File: src/ring_feedback_defs.svh
// constants for the ring feedback conversion stage
// assumes a 32-bit apb slave with word-aligned registers
`ifndef RING_FEEDBACK_DEFS_SVH
`define RING_FEEDBACK_DEFS_SVH

// apb byte offsets
`define TBL_Y_BASE     12'h000
`define TBL_X_BASE     12'h100
`define CTRL_OFFSET    12'h200
`define STATUS_OFFSET  12'h204

// ctrl and status fields
`define CTRL_ENABLE_BIT 0
`define STAT_BUSY_BIT   0
`define STAT_COUNT_LSB  8
`define CTRL_RESET      1'b0

// method codes
`define METH_SHR_Y      8'h2C
`define METH_SHR_Y_FILT 8'h3C
`define METH_SHR_X      8'h6C
`define METH_SHR_X_FILT 8'h7C
`define METH_PAR_Y      8'h28
`define METH_PAR_Y_FILT 8'h38

// type 0 alignment and data widths
`define SHIFT_COUNT     3
`define WORD_W          24
`define RING_ADDR_W     16

// table base in controller memory
`define TABLE_HOME      16'h0720

`endif

File: src/ring_feedback_pkg.sv
// types for the ring feedback conversion stage
// assumes ring_feedback_defs.svh is included by users of the constants
package ring_feedback_pkg;

    // scan sequencer states
    typedef enum logic [1:0] {
        S_IDLE  = 2'b00,
        S_FETCH = 2'b01,
        S_WAIT  = 2'b10,
        S_STORE = 2'b11
    } scan_state_t;

    // decoded conversion method
    typedef struct packed {
        logic valid;
        logic shift;
        logic x_bank;
        logic filtered;
    } method_t;

endpackage : ring_feedback_pkg

File: src/ring_feedback_conversion.sv
// ring feedback conversion stage and its result fifo
// assumes ring register reads answer one pclk after the request
`timescale 1ns/100ps

// result fifo, flip-flop storage, valid/ready both sides
module result_fifo #(
    parameter int WIDTH = 40,
    parameter int DEPTH = 16
) (
    input  wire logic             pclk,
    input  wire logic             presetn,
    input  wire logic             in_valid,
    output logic                  in_ready,
    input  wire logic [WIDTH-1:0] in_data,
    output logic                  out_valid,
    input  wire logic             out_ready,
    output logic [WIDTH-1:0]      out_data
);
    localparam int AW = $clog2(DEPTH);

    logic [WIDTH-1:0] mem_q [DEPTH];
    logic [AW-1:0]    wr_ptr_q;
    logic [AW-1:0]    rd_ptr_q;
    logic [AW:0]      count_q;
    logic             push;
    logic             pop;

    // honest flags straight from the count
    assign in_ready  = (count_q != (AW+1)'(DEPTH));
    assign out_valid = (count_q != '0);
    assign out_data  = mem_q[rd_ptr_q];
    assign push      = in_valid && in_ready;
    assign pop       = out_valid && out_ready;

    // storage written by index
    always_ff @(posedge pclk)
    begin
        if (push)
        begin
            mem_q[wr_ptr_q] <= in_data;
        end
    end

    // pointers and occupancy
    always_ff @(posedge pclk or negedge presetn)
    begin
        if (!presetn)
        begin
            wr_ptr_q <= '0;
            rd_ptr_q <= '0;
            count_q  <= '0;
        end
        else
        begin
            if (push)
                wr_ptr_q <= (wr_ptr_q == AW'(DEPTH-1)) ? '0 : wr_ptr_q + 1'b1;
            if (pop)
                rd_ptr_q <= (rd_ptr_q == AW'(DEPTH-1)) ? '0 : rd_ptr_q + 1'b1;
            if (push && !pop)
                count_q <= count_q + 1'b1;
            else if (pop && !push)
                count_q <= count_q - 1'b1;
        end
    end
endmodule : result_fifo

// conversion table, scan sequencer and apb slave
module ring_feedback_conversion
    import ring_feedback_pkg::*;
#(
    parameter int LINES      = 16,
    parameter int FIFO_DEPTH = 16
) (
    input  wire logic        pclk,
    input  wire logic        presetn,
    input  wire logic        psel,
    input  wire logic        penable,
    input  wire logic        pwrite,
    input  wire logic [11:0] paddr,
    input  wire logic [31:0] pwdata,
    output logic [31:0]      prdata,
    output logic             pready,
    output logic             pslverr,
    input  wire logic        servo_tick,
    output logic             ring_rd,
    output logic             ring_x_bank,
    output logic [15:0]      ring_addr,
    input  wire logic [23:0] ring_data,
    output logic             result_valid,
    input  wire logic        result_ready,
    output logic [15:0]      result_addr,
    output logic [23:0]      result_data
);
`include "ring_feedback_defs.svh"

    localparam int LW = $clog2(LINES);
    localparam int FW = `RING_ADDR_W + `WORD_W;

    logic [23:0]   tbl_y_q [LINES];
    logic [23:0]   tbl_x_q [LINES];
    logic          enable_q;
    scan_state_t   state_q;
    logic [LW-1:0] line_q;
    method_t       meth_q;
    logic [23:0]   raw_q;
    logic [7:0]    count_q;
    logic [7:0]    last_count_q;
    logic [31:0]   prdata_q;
    logic          pready_q;
    logic          pslverr_q;
    logic          ring_rd_q;
    logic          ring_x_bank_q;
    logic [15:0]   ring_addr_q;
    logic          push;
    logic          fifo_ready;
    logic [23:0]   aligned;
    logic [24:0]   blend;
    logic [23:0]   result;
    logic [LW-1:0] last_line;
    logic [FW-1:0] fifo_out;
    method_t       cur_meth;
    logic [LW:0]   y_idx;
    logic [LW:0]   x_idx;

    // method code to conversion style
    function automatic method_t decode(input logic [7:0] code);
        method_t m;
        m = '0;
        case (code)
            `METH_SHR_Y:      m = '{1'b1, 1'b1, 1'b0, 1'b0};
            `METH_SHR_Y_FILT: m = '{1'b1, 1'b1, 1'b0, 1'b1};
            `METH_SHR_X:      m = '{1'b1, 1'b1, 1'b1, 1'b0};
            `METH_SHR_X_FILT: m = '{1'b1, 1'b1, 1'b1, 1'b1};
            `METH_PAR_Y:      m = '{1'b1, 1'b0, 1'b0, 1'b0};
            `METH_PAR_Y_FILT: m = '{1'b1, 1'b0, 1'b0, 1'b1};
            default:          m = '0;
        endcase
        return m;
    endfunction : decode

    // word index from an apb byte address, or all ones when off the table
    function automatic logic [LW:0] tbl_index(input logic [11:0] a, input logic [11:0] base);
        logic [11:0] d;
        d = a - base;
        if (a >= base && d[1:0] == 2'b00 && d[11:2] < 10'(LINES))
            return {1'b0, d[LW+1:2]};
        return '1;
    endfunction : tbl_index

    // table line under the bus address, top bit set when off the table
    assign y_idx = tbl_index(paddr, `TBL_Y_BASE);
    assign x_idx = tbl_index(paddr, `TBL_X_BASE);

    // setup word of the current line: code in upper byte, address below
    assign cur_meth = decode(tbl_y_q[line_q][23:16]);

    // last line of the entry: second, or third when filtered
    assign last_line = line_q + (meth_q.filtered ? LW'(2) : LW'(1));

    // alignment: type 0 drops three low bits so a count lands at bit 5
    assign aligned = meth_q.shift ? (raw_q >> `SHIFT_COUNT) : raw_q;

    // filter is a plain two-point average with the previous result
    assign blend  = {1'b0, aligned} + {1'b0, tbl_x_q[last_line]};
    assign result = (meth_q.filtered ? blend[24:1] : aligned)
                  & tbl_y_q[line_q + LW'(1)];

    assign push = (state_q == S_STORE) && fifo_ready;

    // scan sequencer, one pass per servo tick taken while idle and enabled, in table order
    always_ff @(posedge pclk or negedge presetn)
    begin
        if (!presetn)
        begin
            state_q      <= S_IDLE;
            line_q       <= '0;
            meth_q       <= '0;
            raw_q        <= '0;
            count_q      <= '0;
            last_count_q <= '0;
        end
        else
        begin
            case (state_q)
                S_IDLE:
                begin
                    if (servo_tick && enable_q)
                    begin
                        line_q  <= '0;
                        count_q <= '0;
                        state_q <= S_FETCH;
                    end
                end
                S_FETCH:
                begin
                    // an unknown code or an entry past the end closes the pass
                    if (!cur_meth.valid
                        || (int'(line_q) + (cur_meth.filtered ? 2 : 1)) >= LINES)
                    begin
                        last_count_q <= count_q;
                        state_q      <= S_IDLE;
                    end
                    else
                    begin
                        meth_q  <= cur_meth;
                        state_q <= S_WAIT;
                    end
                end
                S_WAIT:
                begin
                    raw_q   <= ring_data;
                    state_q <= S_STORE;
                end
                S_STORE:
                begin
                    // full fifo holds the pass here until the reader drains
                    if (fifo_ready)
                    begin
                        count_q <= count_q + 8'h01;
                        if ((int'(last_line) + 1) >= LINES)
                        begin
                            last_count_q <= count_q + 8'h01;
                            state_q      <= S_IDLE;
                        end
                        else
                        begin
                            line_q  <= last_line + LW'(1);
                            state_q <= S_FETCH;
                        end
                    end
                end
                default:
                begin
                    state_q <= S_IDLE;
                end
            endcase
        end
    end

    // ring read request, address held for the answer
    always_ff @(posedge pclk or negedge presetn)
    begin
        if (!presetn)
        begin
            ring_rd_q     <= 1'b0;
            ring_x_bank_q <= 1'b0;
            ring_addr_q   <= '0;
        end
        else
        begin
            ring_rd_q <= (state_q == S_FETCH) && cur_meth.valid
                      && (int'(line_q) + (cur_meth.filtered ? 2 : 1)) < LINES;
            if (state_q == S_FETCH)
            begin
                ring_x_bank_q <= cur_meth.x_bank;
                ring_addr_q   <= tbl_y_q[line_q][15:0];
            end
        end
    end

    // processed results into x halves
    always_ff @(posedge pclk or negedge presetn)
    begin
        if (!presetn)
        begin
            for (int i = 0; i < LINES; i++)
                tbl_x_q[i] <= '0;
        end
        else if (push)
        begin
            tbl_x_q[last_line] <= result;
        end
    end

    // apb writes: setup and mask words, control
    always_ff @(posedge pclk or negedge presetn)
    begin
        if (!presetn)
        begin
            enable_q <= `CTRL_RESET;
            for (int i = 0; i < LINES; i++)
                tbl_y_q[i] <= '0;
        end
        else if (psel && penable && pwrite)
        begin
            if (paddr == `CTRL_OFFSET)
                enable_q <= pwdata[`CTRL_ENABLE_BIT];
            else if (!y_idx[LW])
                tbl_y_q[y_idx[LW-1:0]] <= pwdata[23:0];
        end
    end

    // apb reads prepared in setup, answered with no wait states
    always_ff @(posedge pclk or negedge presetn)
    begin
        if (!presetn)
        begin
            prdata_q  <= '0;
            pready_q  <= 1'b0;
            pslverr_q <= 1'b0;
        end
        else
        begin
            pready_q  <= 1'b1;
            pslverr_q <= 1'b0;
            if (psel && !penable)
            begin
                prdata_q <= '0;
                if (paddr == `CTRL_OFFSET)
                    prdata_q <= {31'h0, enable_q};
                else if (paddr == `STATUS_OFFSET)
                    prdata_q <= {16'h0, last_count_q, 7'h00, state_q != S_IDLE};
                else if (!y_idx[LW])
                    prdata_q <= {8'h00, tbl_y_q[y_idx[LW-1:0]]};
                else if (!x_idx[LW])
                begin
                    if (pwrite)
                        pslverr_q <= 1'b1; // result lines are read-only
                    prdata_q <= {8'h00, tbl_x_q[x_idx[LW-1:0]]};
                end
                else
                    pslverr_q <= 1'b1;
            end
        end
    end

    // results stream to the servo side with their table address
    result_fifo #(
        .WIDTH (FW),
        .DEPTH (FIFO_DEPTH)
    ) u_fifo (
        .pclk      (pclk),
        .presetn   (presetn),
        .in_valid  (state_q == S_STORE),
        .in_ready  (fifo_ready),
        .in_data   ({`TABLE_HOME + 16'(last_line), result}),
        .out_valid (result_valid),
        .out_ready (result_ready),
        .out_data  (fifo_out)
    );

    assign result_addr = fifo_out[FW-1:`WORD_W];
    assign result_data = fifo_out[`WORD_W-1:0];
    assign prdata      = prdata_q;
    assign pready      = pready_q;
    assign pslverr     = pslverr_q;
    assign ring_rd     = ring_rd_q;
    assign ring_x_bank = ring_x_bank_q;
    assign ring_addr   = ring_addr_q;
endmodule : ring_feedback_conversion

File: config.mk
export PLATFORM = sky130hd
export DESIGN_NAME = ring_feedback_conversion
export DESIGN_NICKNAME = d
export VERILOG_FILES = /design/src/ring_feedback_pkg.sv /design/src/ring_feedback_conversion.sv
export VERILOG_INCLUDE_DIRS = /design/src
export SDC_FILE = /design/constraint.sdc
export NUM_CORES = 2
export LEC_CHECK = 0
export ABC_AREA = 1
export BUFFER_PORTS_ARGS = -buffer_cell sky130_fd_sc_hd__buf_2
export CAP_MARGIN = 25
export CORE_MARGIN = 2
export CORE_UTILIZATION = 30
export CTS_CLUSTER_DIAMETER = 60
export DETAILED_ROUTE_END_ITERATION = 8
export GPL_ROUTABILITY_DRIVEN = 0
export HOLD_SLACK_MARGIN = 0.03
export PLACE_DENSITY_LB_ADDON = 0.2
export SKIP_CTS_REPAIR_TIMING = 1
export SYNTH_ARGS = -nofsm -noshare
export SYNTH_HDL_FRONTEND = slang
export SYNTH_SLANG_ARGS = --single-unit
File: constraint.sdc
create_clock -name pclk -period 7.95 [get_ports pclk]
set_input_delay 1.59 -clock pclk [delete_from_list [all_inputs] [get_ports pclk]]
set_output_delay 1.59 -clock pclk [all_outputs]
set_load 0.03 [all_outputs]
# Word-level counts from Yosys, hierarchy flattened
# Memory sizes are Yosys's and may differ from the RTL's.
# Index checks and enable logic that the tools add are counted.
[totals] regBits=882 ramBits=576 in_bits=75 out_inout_bits=93 elab_cells=205 memories=1
[memory_table] name="u_fifo.mem_q" words=16 width=36 read_ports=1 rd_clocked_by_memory_dff=0 write_ports=1 line="ring_feedback_conversion.sv:21" rtl="logic [WIDTH-1:0] mem_q [DEPTH];"
[classes] add_sub_neg=13 magnitude_cmp=14 eq_ne=19 muxes=64 bitwise_logic=9 n_reduce_logical=36
[op_table] cell="$bwmux W384" n=2
[op_table] cell="$bmux W24 S4" n=5
[op_table] cell="$mux W24" n=18
[op_table] cell="$demux W24 S4" n=2
[op_table] cell="$mux W8" n=5
[op_table] cell="$eq A8 B6 Y1 const B" n=4
[op_table] cell="$ge A32 B6 Y1 const B" n=1
[op_table] cell="$pmux W8 S2" n=2
[op_table] cell="$ge A5 B5 Y1 const B" n=6
[op_table] cell="$mux W5" n=6
[op_table] cell="$add A24 B24 Y25" n=1
[op_table] cell="$not A4 Y5" n=5
[op_table] cell="$and A24 B24 Y24" n=1
[op_table] cell="$eq A12 B10 Y1 const B" n=2
[op_table] cell="$pmux W4 S6" n=1
[op_table] cell="$lt A10 B5 Y1 const B" n=2
[op_table] cell="$mux W4" n=5
[op_table] cell="$add A4 B1 Y4 const B" n=4
[op_table] cell="$eq A8 B7 Y1 const B" n=2
[op_table] cell="$logic_and A1 B1 Y1" n=16
[op_table] cell="$add A11 B4 Y12 const A" n=1
[op_table] cell="$ge A12 B1 Y1 const B" n=1
[op_table] cell="$ge A12 B9 Y1 const B" n=1
[op_table] cell="$sub A12 B9 Y12 const B" n=1
[op_table] cell="26 further kinds" n=61

# Logic depth before layout (Yosys ltp)
[logic_depth] ltp_word=14 depth_mapped=34 ltp_nobuf=30

# Cells and area by module
# Synthesis repeated with hierarchy kept, for this count alone.
[unflattened] cells_unflattened=9624 area_unflattened_um2=78889.4
[modules_own_cells] module="ring_feedback_conversion" instances=1 cells_per_inst=6929 area_each_um2=50404.6 seq_area_each_um2=21545.7
[modules_own_cells] module="result_fifo" instances=1 cells_per_inst=2695 area_each_um2=28484.8 seq_area_each_um2=19543.7

# Worst setup path after synthesis
# No wires, ideal clock.
[synth_timing] kind="register to register" start="register meth_q[0] (netlist bit)" end="memory u_fifo.mem_q[0][11] (netlist bit), data pin" setup_ps=197 t_arrival_ps=4999 required_ps=7753 slack_ps=2754 path_stages_with_launch=29 n_path_buf=4 period_less_slack_ps=5196 path_cell_list="dfrtp_1 -> inv_1 -> clkbuf_1 -> ha_1 -> fa_1 -> or2_1 -> nand2_2 -> inv_2 -> nor2_1 -> inv_2 -> buf_2 -> buf_1 -> o221ai_1 -> o21ai_0 -> o22ai_1 -> inv_1 -> fa_1 -> nand3_1 -> nand2_1 -> a21oi_1 -> o21ai_0 -> inv_1 -> o21ai_1 -> a21boi_0 -> a21oi_1 -> o21ai_2 -> buf_4 -> nand2_1 -> inv_1"
[synth_via] elab_chain_len=9
[synth_rtl] element="from (decl)" line="ring_feedback_conversion.sv:104" rtl="method_t meth_q;"
[synth_rtl] element="from (signal assigned)" line="ring_feedback_conversion.sv:205" rtl="meth_q <= cur_meth;"
[synth_rtl] element="$mux W2" line="ring_feedback_conversion.sv:158" rtl="assign last_line = line_q + (meth_q.filtered ? LW'(2) : LW'(1));"
[synth_rtl] element="$add A4 B2 Y4" line="ring_feedback_conversion.sv:158"
[synth_rtl] element="named net last_line[2]" line="ring_feedback_conversion.sv:119" rtl="logic [LW-1:0] last_line;"
[synth_rtl] element="$not A4 Y5 (implied by the code)" line="ring_feedback_conversion.sv:164" rtl="assign blend = {1'b0, aligned} + {1'b0, tbl_x_q[last_line]};"
[synth_rtl] element="$bmux W24 S4" line="ring_feedback_conversion.sv:164"
[synth_rtl] element="$mux W24 (implied by the code) (2 in series)" line="ring_feedback_conversion.sv:164"
[synth_rtl] element="$add A24 B24 Y25" line="ring_feedback_conversion.sv:164"
[synth_rtl] element="$mux W24" line="ring_feedback_conversion.sv:165" rtl="assign result = (meth_q.filtered ? blend[24:1] : aligned)"
[synth_rtl] element="$and A24 B24 Y24" line="ring_feedback_conversion.sv:166" rtl="& tbl_y_q[line_q + LW'(1)];"
[synth_rtl] element="named net result[11]" line="ring_feedback_conversion.sv:118" rtl="logic [23:0] result;"
[synth_rtl] element="to (decl)" line="ring_feedback_conversion.sv:21"
# The timed path passes the listed nets, and every way through them passes these cells. The select of a mux whose other input is x is not followed.

# Worst setup path after layout
[layout_timing] start="register meth_q[0] (netlist bit)" end="memory u_fifo.mem_q[0][22] (netlist bit), data pin"
# The elaborated chain is that of the path after synthesis.

==> qor.txt <==
Cts bufs inserted - 158
Cells after Synth - 8244
Setup WS pre-CTS - 1.18 ns
Setup WS post-layout - 1.02 ns
WP buf/inv - 7
# nets final - 8240
Synth-to-layout area growth - 13.5%
Synth Flop Type - dfrtp_1
WL met3 - 25.6 mm
Antenna-violating nets left - 0
Peak supply drop - 249 uV
Final setup viols - 0
Leakage - 31.5 nW
Vias in the first global route - 58800
Slew headroom - 0.208
H-tree depth - 4
CTS Buffer Depth - 3
CP Cell Sequence - inv_1 > buf_4 > ha_4 > fa_2 > or2_1 > nand2_2 > inv_2 > nor2_4 > inv_2 > buf_4 > o22ai_1 > a211oi_1 > o22ai_1 > inv_1 > ha_1 > a21oi_1 > inv_1 > a31oi_1 > o21ai_0 > a31oi_1 > nand2_1 > nand2_1 > nand3_2 > and2_1
FP Rows - 175
Worst Path Max Fanout - 30
Net switching power - 0.00974 W
P per Cell Area - 308 nW/um^2
Die Area - 231000 sq um
Startpoint Class - flop
Layout cells sized above 1 - 0.0873
Worst slew pin tran - 1.19 ns
YS warnings - 0
Core ar. - 227000 sq um
Met1 Wirelength - 122 mm
First-pass GRT wire length - 423 mm
RSZ-0062 raised after global routing - no
Max Freq - 144 MHz
Total global-route track usage - 0.249
Initial DRC count - 8264
Drt pass-1 iters - 6
Initial antenna violation count - 20
# DRC - 0
Int Pwr - 0.0141 W
Max incr delay on CP - 0.57 ns
Slowest CP cell - and2_1
Die width - 481 um
Fin Clk Skew - 0.0572 ns
Clock tree root driver cell - clkbuf_16
Vias per inst - 5.60
Clock power frac - 0.317
Die Span Y - 481 um
Met2 Wirelength - 133 mm
Register area share after synthesis - 0.518
Clock latency on the worst-skew pair - 0.86 ns
Minimum clock period - 6.93 ns
CTS tree - built
Top delay family on crit path - simple AND/OR/NAND/NOR gates
Most used cell, CP - inv_1
Comb pwr share - 0.361
Fraction of registers with async set/reset - 0.661
Register area - 35300 sq um
#FFs+latches synth - 1322
Initial Utilization - 0.301
Filler cell count - 23700
Crit Path Class - flop to flop
Grt ovf - 0
Status - finished clean
Top layer in use - met5
Mapped cell area - 68200 sq um
Max cap viols - 0
Period utilisation layout - 0.872
Setup crit end kind - flop
Port buffer count - 139
DR WL/cell - 26.3 um
Vias - 63000
Post-synth cell types - 61
Max Slew Vio Count - 0
Setup TNS - 0 ns
Multi-input logic area - 28300 sq um
Seq pwr share - 0.322
Worst Path Required - 8.41 ns
Mean Syn Cell Area - 8.28 sq um
Switch share - 0.408
Ports - 168
Post-DP HPWL - 179 mm
Fin. Hold Viols - 0
Post-synth EDFFs - 448
CP arrival - 7.39 ns
Worst-path clk slew - 0.06 ns
Final wirelength - 296 mm
Largest net degree at the start of global routing - 208
HP Class - flop to flop
Total clock sinks - 1322
## cell families (layout without fill, tap and decap cells)
kind of cell	count (synthesis)	after routing	share of synthesized area
fa+ha+maj	46	46	0.00876
buf+inv	1176	1159	0.0725
other cells	2	27	0.000110
xor+xnor	15	15	0.00231
simple gates	3121	3121	0.186
flops	1322	1322	0.518
compound gates	2562	2562	0.213
## state kept, by name, summed over array words and instances (netlist names), 2 cells and up, named ones only
name,cells
count_q,8
last_count_q,8
line_q,4
meth_q,2
prdata,24
raw_q,24
ring_addr,16
tbl_x_q,384
tbl_y_q,384
u_fifo.count_q,5
u_fifo.mem_q,448
u_fifo.rd_ptr_q,4
u_fifo.wr_ptr_q,4
## worst register-to-register path: cells and delay by family, from the launching register on
family | cells | cell delay, ns
flip-flops | 1 | 0.36
buffers and inverters | 7 | 1.45
AO/OA/AOI/OAI | 7 | 1.84
adder cells (fa/ha/maj) | 3 | 0.92
AND/OR/NAND/NOR | 7 | 1.97
## power groups by stage
stage	logic, W	registers, W	clock network (W)
after global placement	0.00837	0.00780	0
after CTS	0.00844	0.00767	0.00768
after floorplan	0.00543	0.00769	0
after detailed placement	0.00842	0.00780	0
final	0.00861	0.00767	0.00757
after global routing	0.00925	0.00768	0.00795
## cells in the final DEF, fill, tap and decap left out, drive strengths merged, types with 4 or more instances in the layout
cell type | netlist | layout
nand2 | 2031 | 2031
inv | 512 | 515
nand3b | 4 | 4
or2 | 4 | 4
a21oi | 513 | 513
and3 | 6 | 6
clkbuf | 427 | 214
a22oi | 13 | 13
nand4 | 37 | 37
o221ai | 82 | 82
a21o | 4 | 4
and2 | 4 | 4
a31oi | 25 | 25
xnor2 | 9 | 9
clkinv | 6 | 55
nor3 | 19 | 19
a41oi | 16 | 16
o21a | 5 | 5
nand3 | 590 | 590
ha | 43 | 43
xor2 | 6 | 6
a221oi | 35 | 35
nor4 | 4 | 4
o21ai | 1413 | 1413
bufinv | 0 | 16
dfrtp | 874 | 874
o211ai | 100 | 100
o2111ai | 8 | 8
diode | 0 | 6
o311ai | 29 | 29
a211oi | 49 | 49
o22ai | 233 | 233
clkinvlp | 0 | 7
conb | 2 | 21
nor2 | 422 | 422
o31ai | 22 | 22
a22o | 9 | 9
buf | 231 | 352
edfxtp | 448 | 448
## through the flow
| stage | std cells | instance area, sq um | hold slack [ns] | utilization | power [W] |
|---|---|---|---|---|---|
| floorplan | 8263 | 68300 | 0.442 | - | 0.0131 |
| global placement | 11000 | 71900 | 0.465 | 0.317 | 0.0162 |
| detailed placement | 11000 | 71900 | 0.462 | 0.317 | 0.0162 |
| CTS | 11200 | 77300 | 0.477 | 0.341 | 0.0238 |
| global route | 11300 | 77400 | 0.498 | 0.341 | 0.0249 |
| finish | 11300 | 77400 | 0.471 | 0.341 | 0.0239 |
## per-layer routing
metal / global-route usage / up-vias
met5: 0 / -
met4: 0.122 / 12
met3: 0.0443 / 664
met2: 0.389 / 3318
met1: 0.332 / 30900
li1: - / 28200
## area by class of cell
cell class	count	share of cell area
multi-input combinational	5765	0.366
clock buffer	212	0.0564
timing repair buffer	354	0.0339
clock inverter	75	0.0130
inverter	518	0.0253
tap	3009	0.0486
sequential	1322	0.456
antenna	6	0.000194
## cells in the mapped netlist (8+ instances only)
cell type	count	area [sq um]
a31oi_1	16	100
edfxtp_1	448	13500
nor2_2	9	56.3
a22o_1	9	78.8
buf_4	50	375
o31ai_1	22	165
nand2_1	2027	7610
buf_2	109	546
o311ai_0	16	140
nand4_1	37	231
o21ai_0	1361	6810
dfrtp_1	874	21900
a22oi_1	13	97.6
ha_1	43	538
o311ai_1	13	114
inv_1	497	1870
a31oi_4	9	191
inv_2	15	56.3
nor3_1	18	90.1
buf_1	45	169
o211ai_1	100	751
o21ai_1	47	235
o221ai_1	82	718
a41oi_1	16	140
a211oi_1	49	368
nand3_1	587	2940
a221oi_1	35	307
o22ai_1	233	1460
clkbuf_1	423	1590
o2111ai_1	8	70.1
buf_6	26	293
a21oi_1	511	2560
nor2_1	412	1550
xnor2_1	8	70.1
## worst paths after layout
path	startpoint	endpoint	slack, ns	depth (start not counted)
worst min register to register	last_count_q[7]$_DFFE_PN0P_	last_count_q[7]$_DFFE_PN0P_	0.47	2
min in group asynchronous	presetn	tbl_x_q[195]$_DFFE_PN0P_	0.72	1
worst max-delay path	meth_q[0]$_DFFE_PN0P_	u_fifo.mem_q[0][22]$_DFFE_PP_	1.02	24
worst min-delay path	last_count_q[7]$_DFFE_PN0P_	last_count_q[7]$_DFFE_PN0P_	0.47	2
worst max register to register	meth_q[0]$_DFFE_PN0P_	u_fifo.mem_q[0][22]$_DFFE_PP_	1.02	24
max in group asynchronous	presetn	tbl_y_q[68]$_DFFE_PN0P_	5.39	2
(Power assumes the default switching activity.)
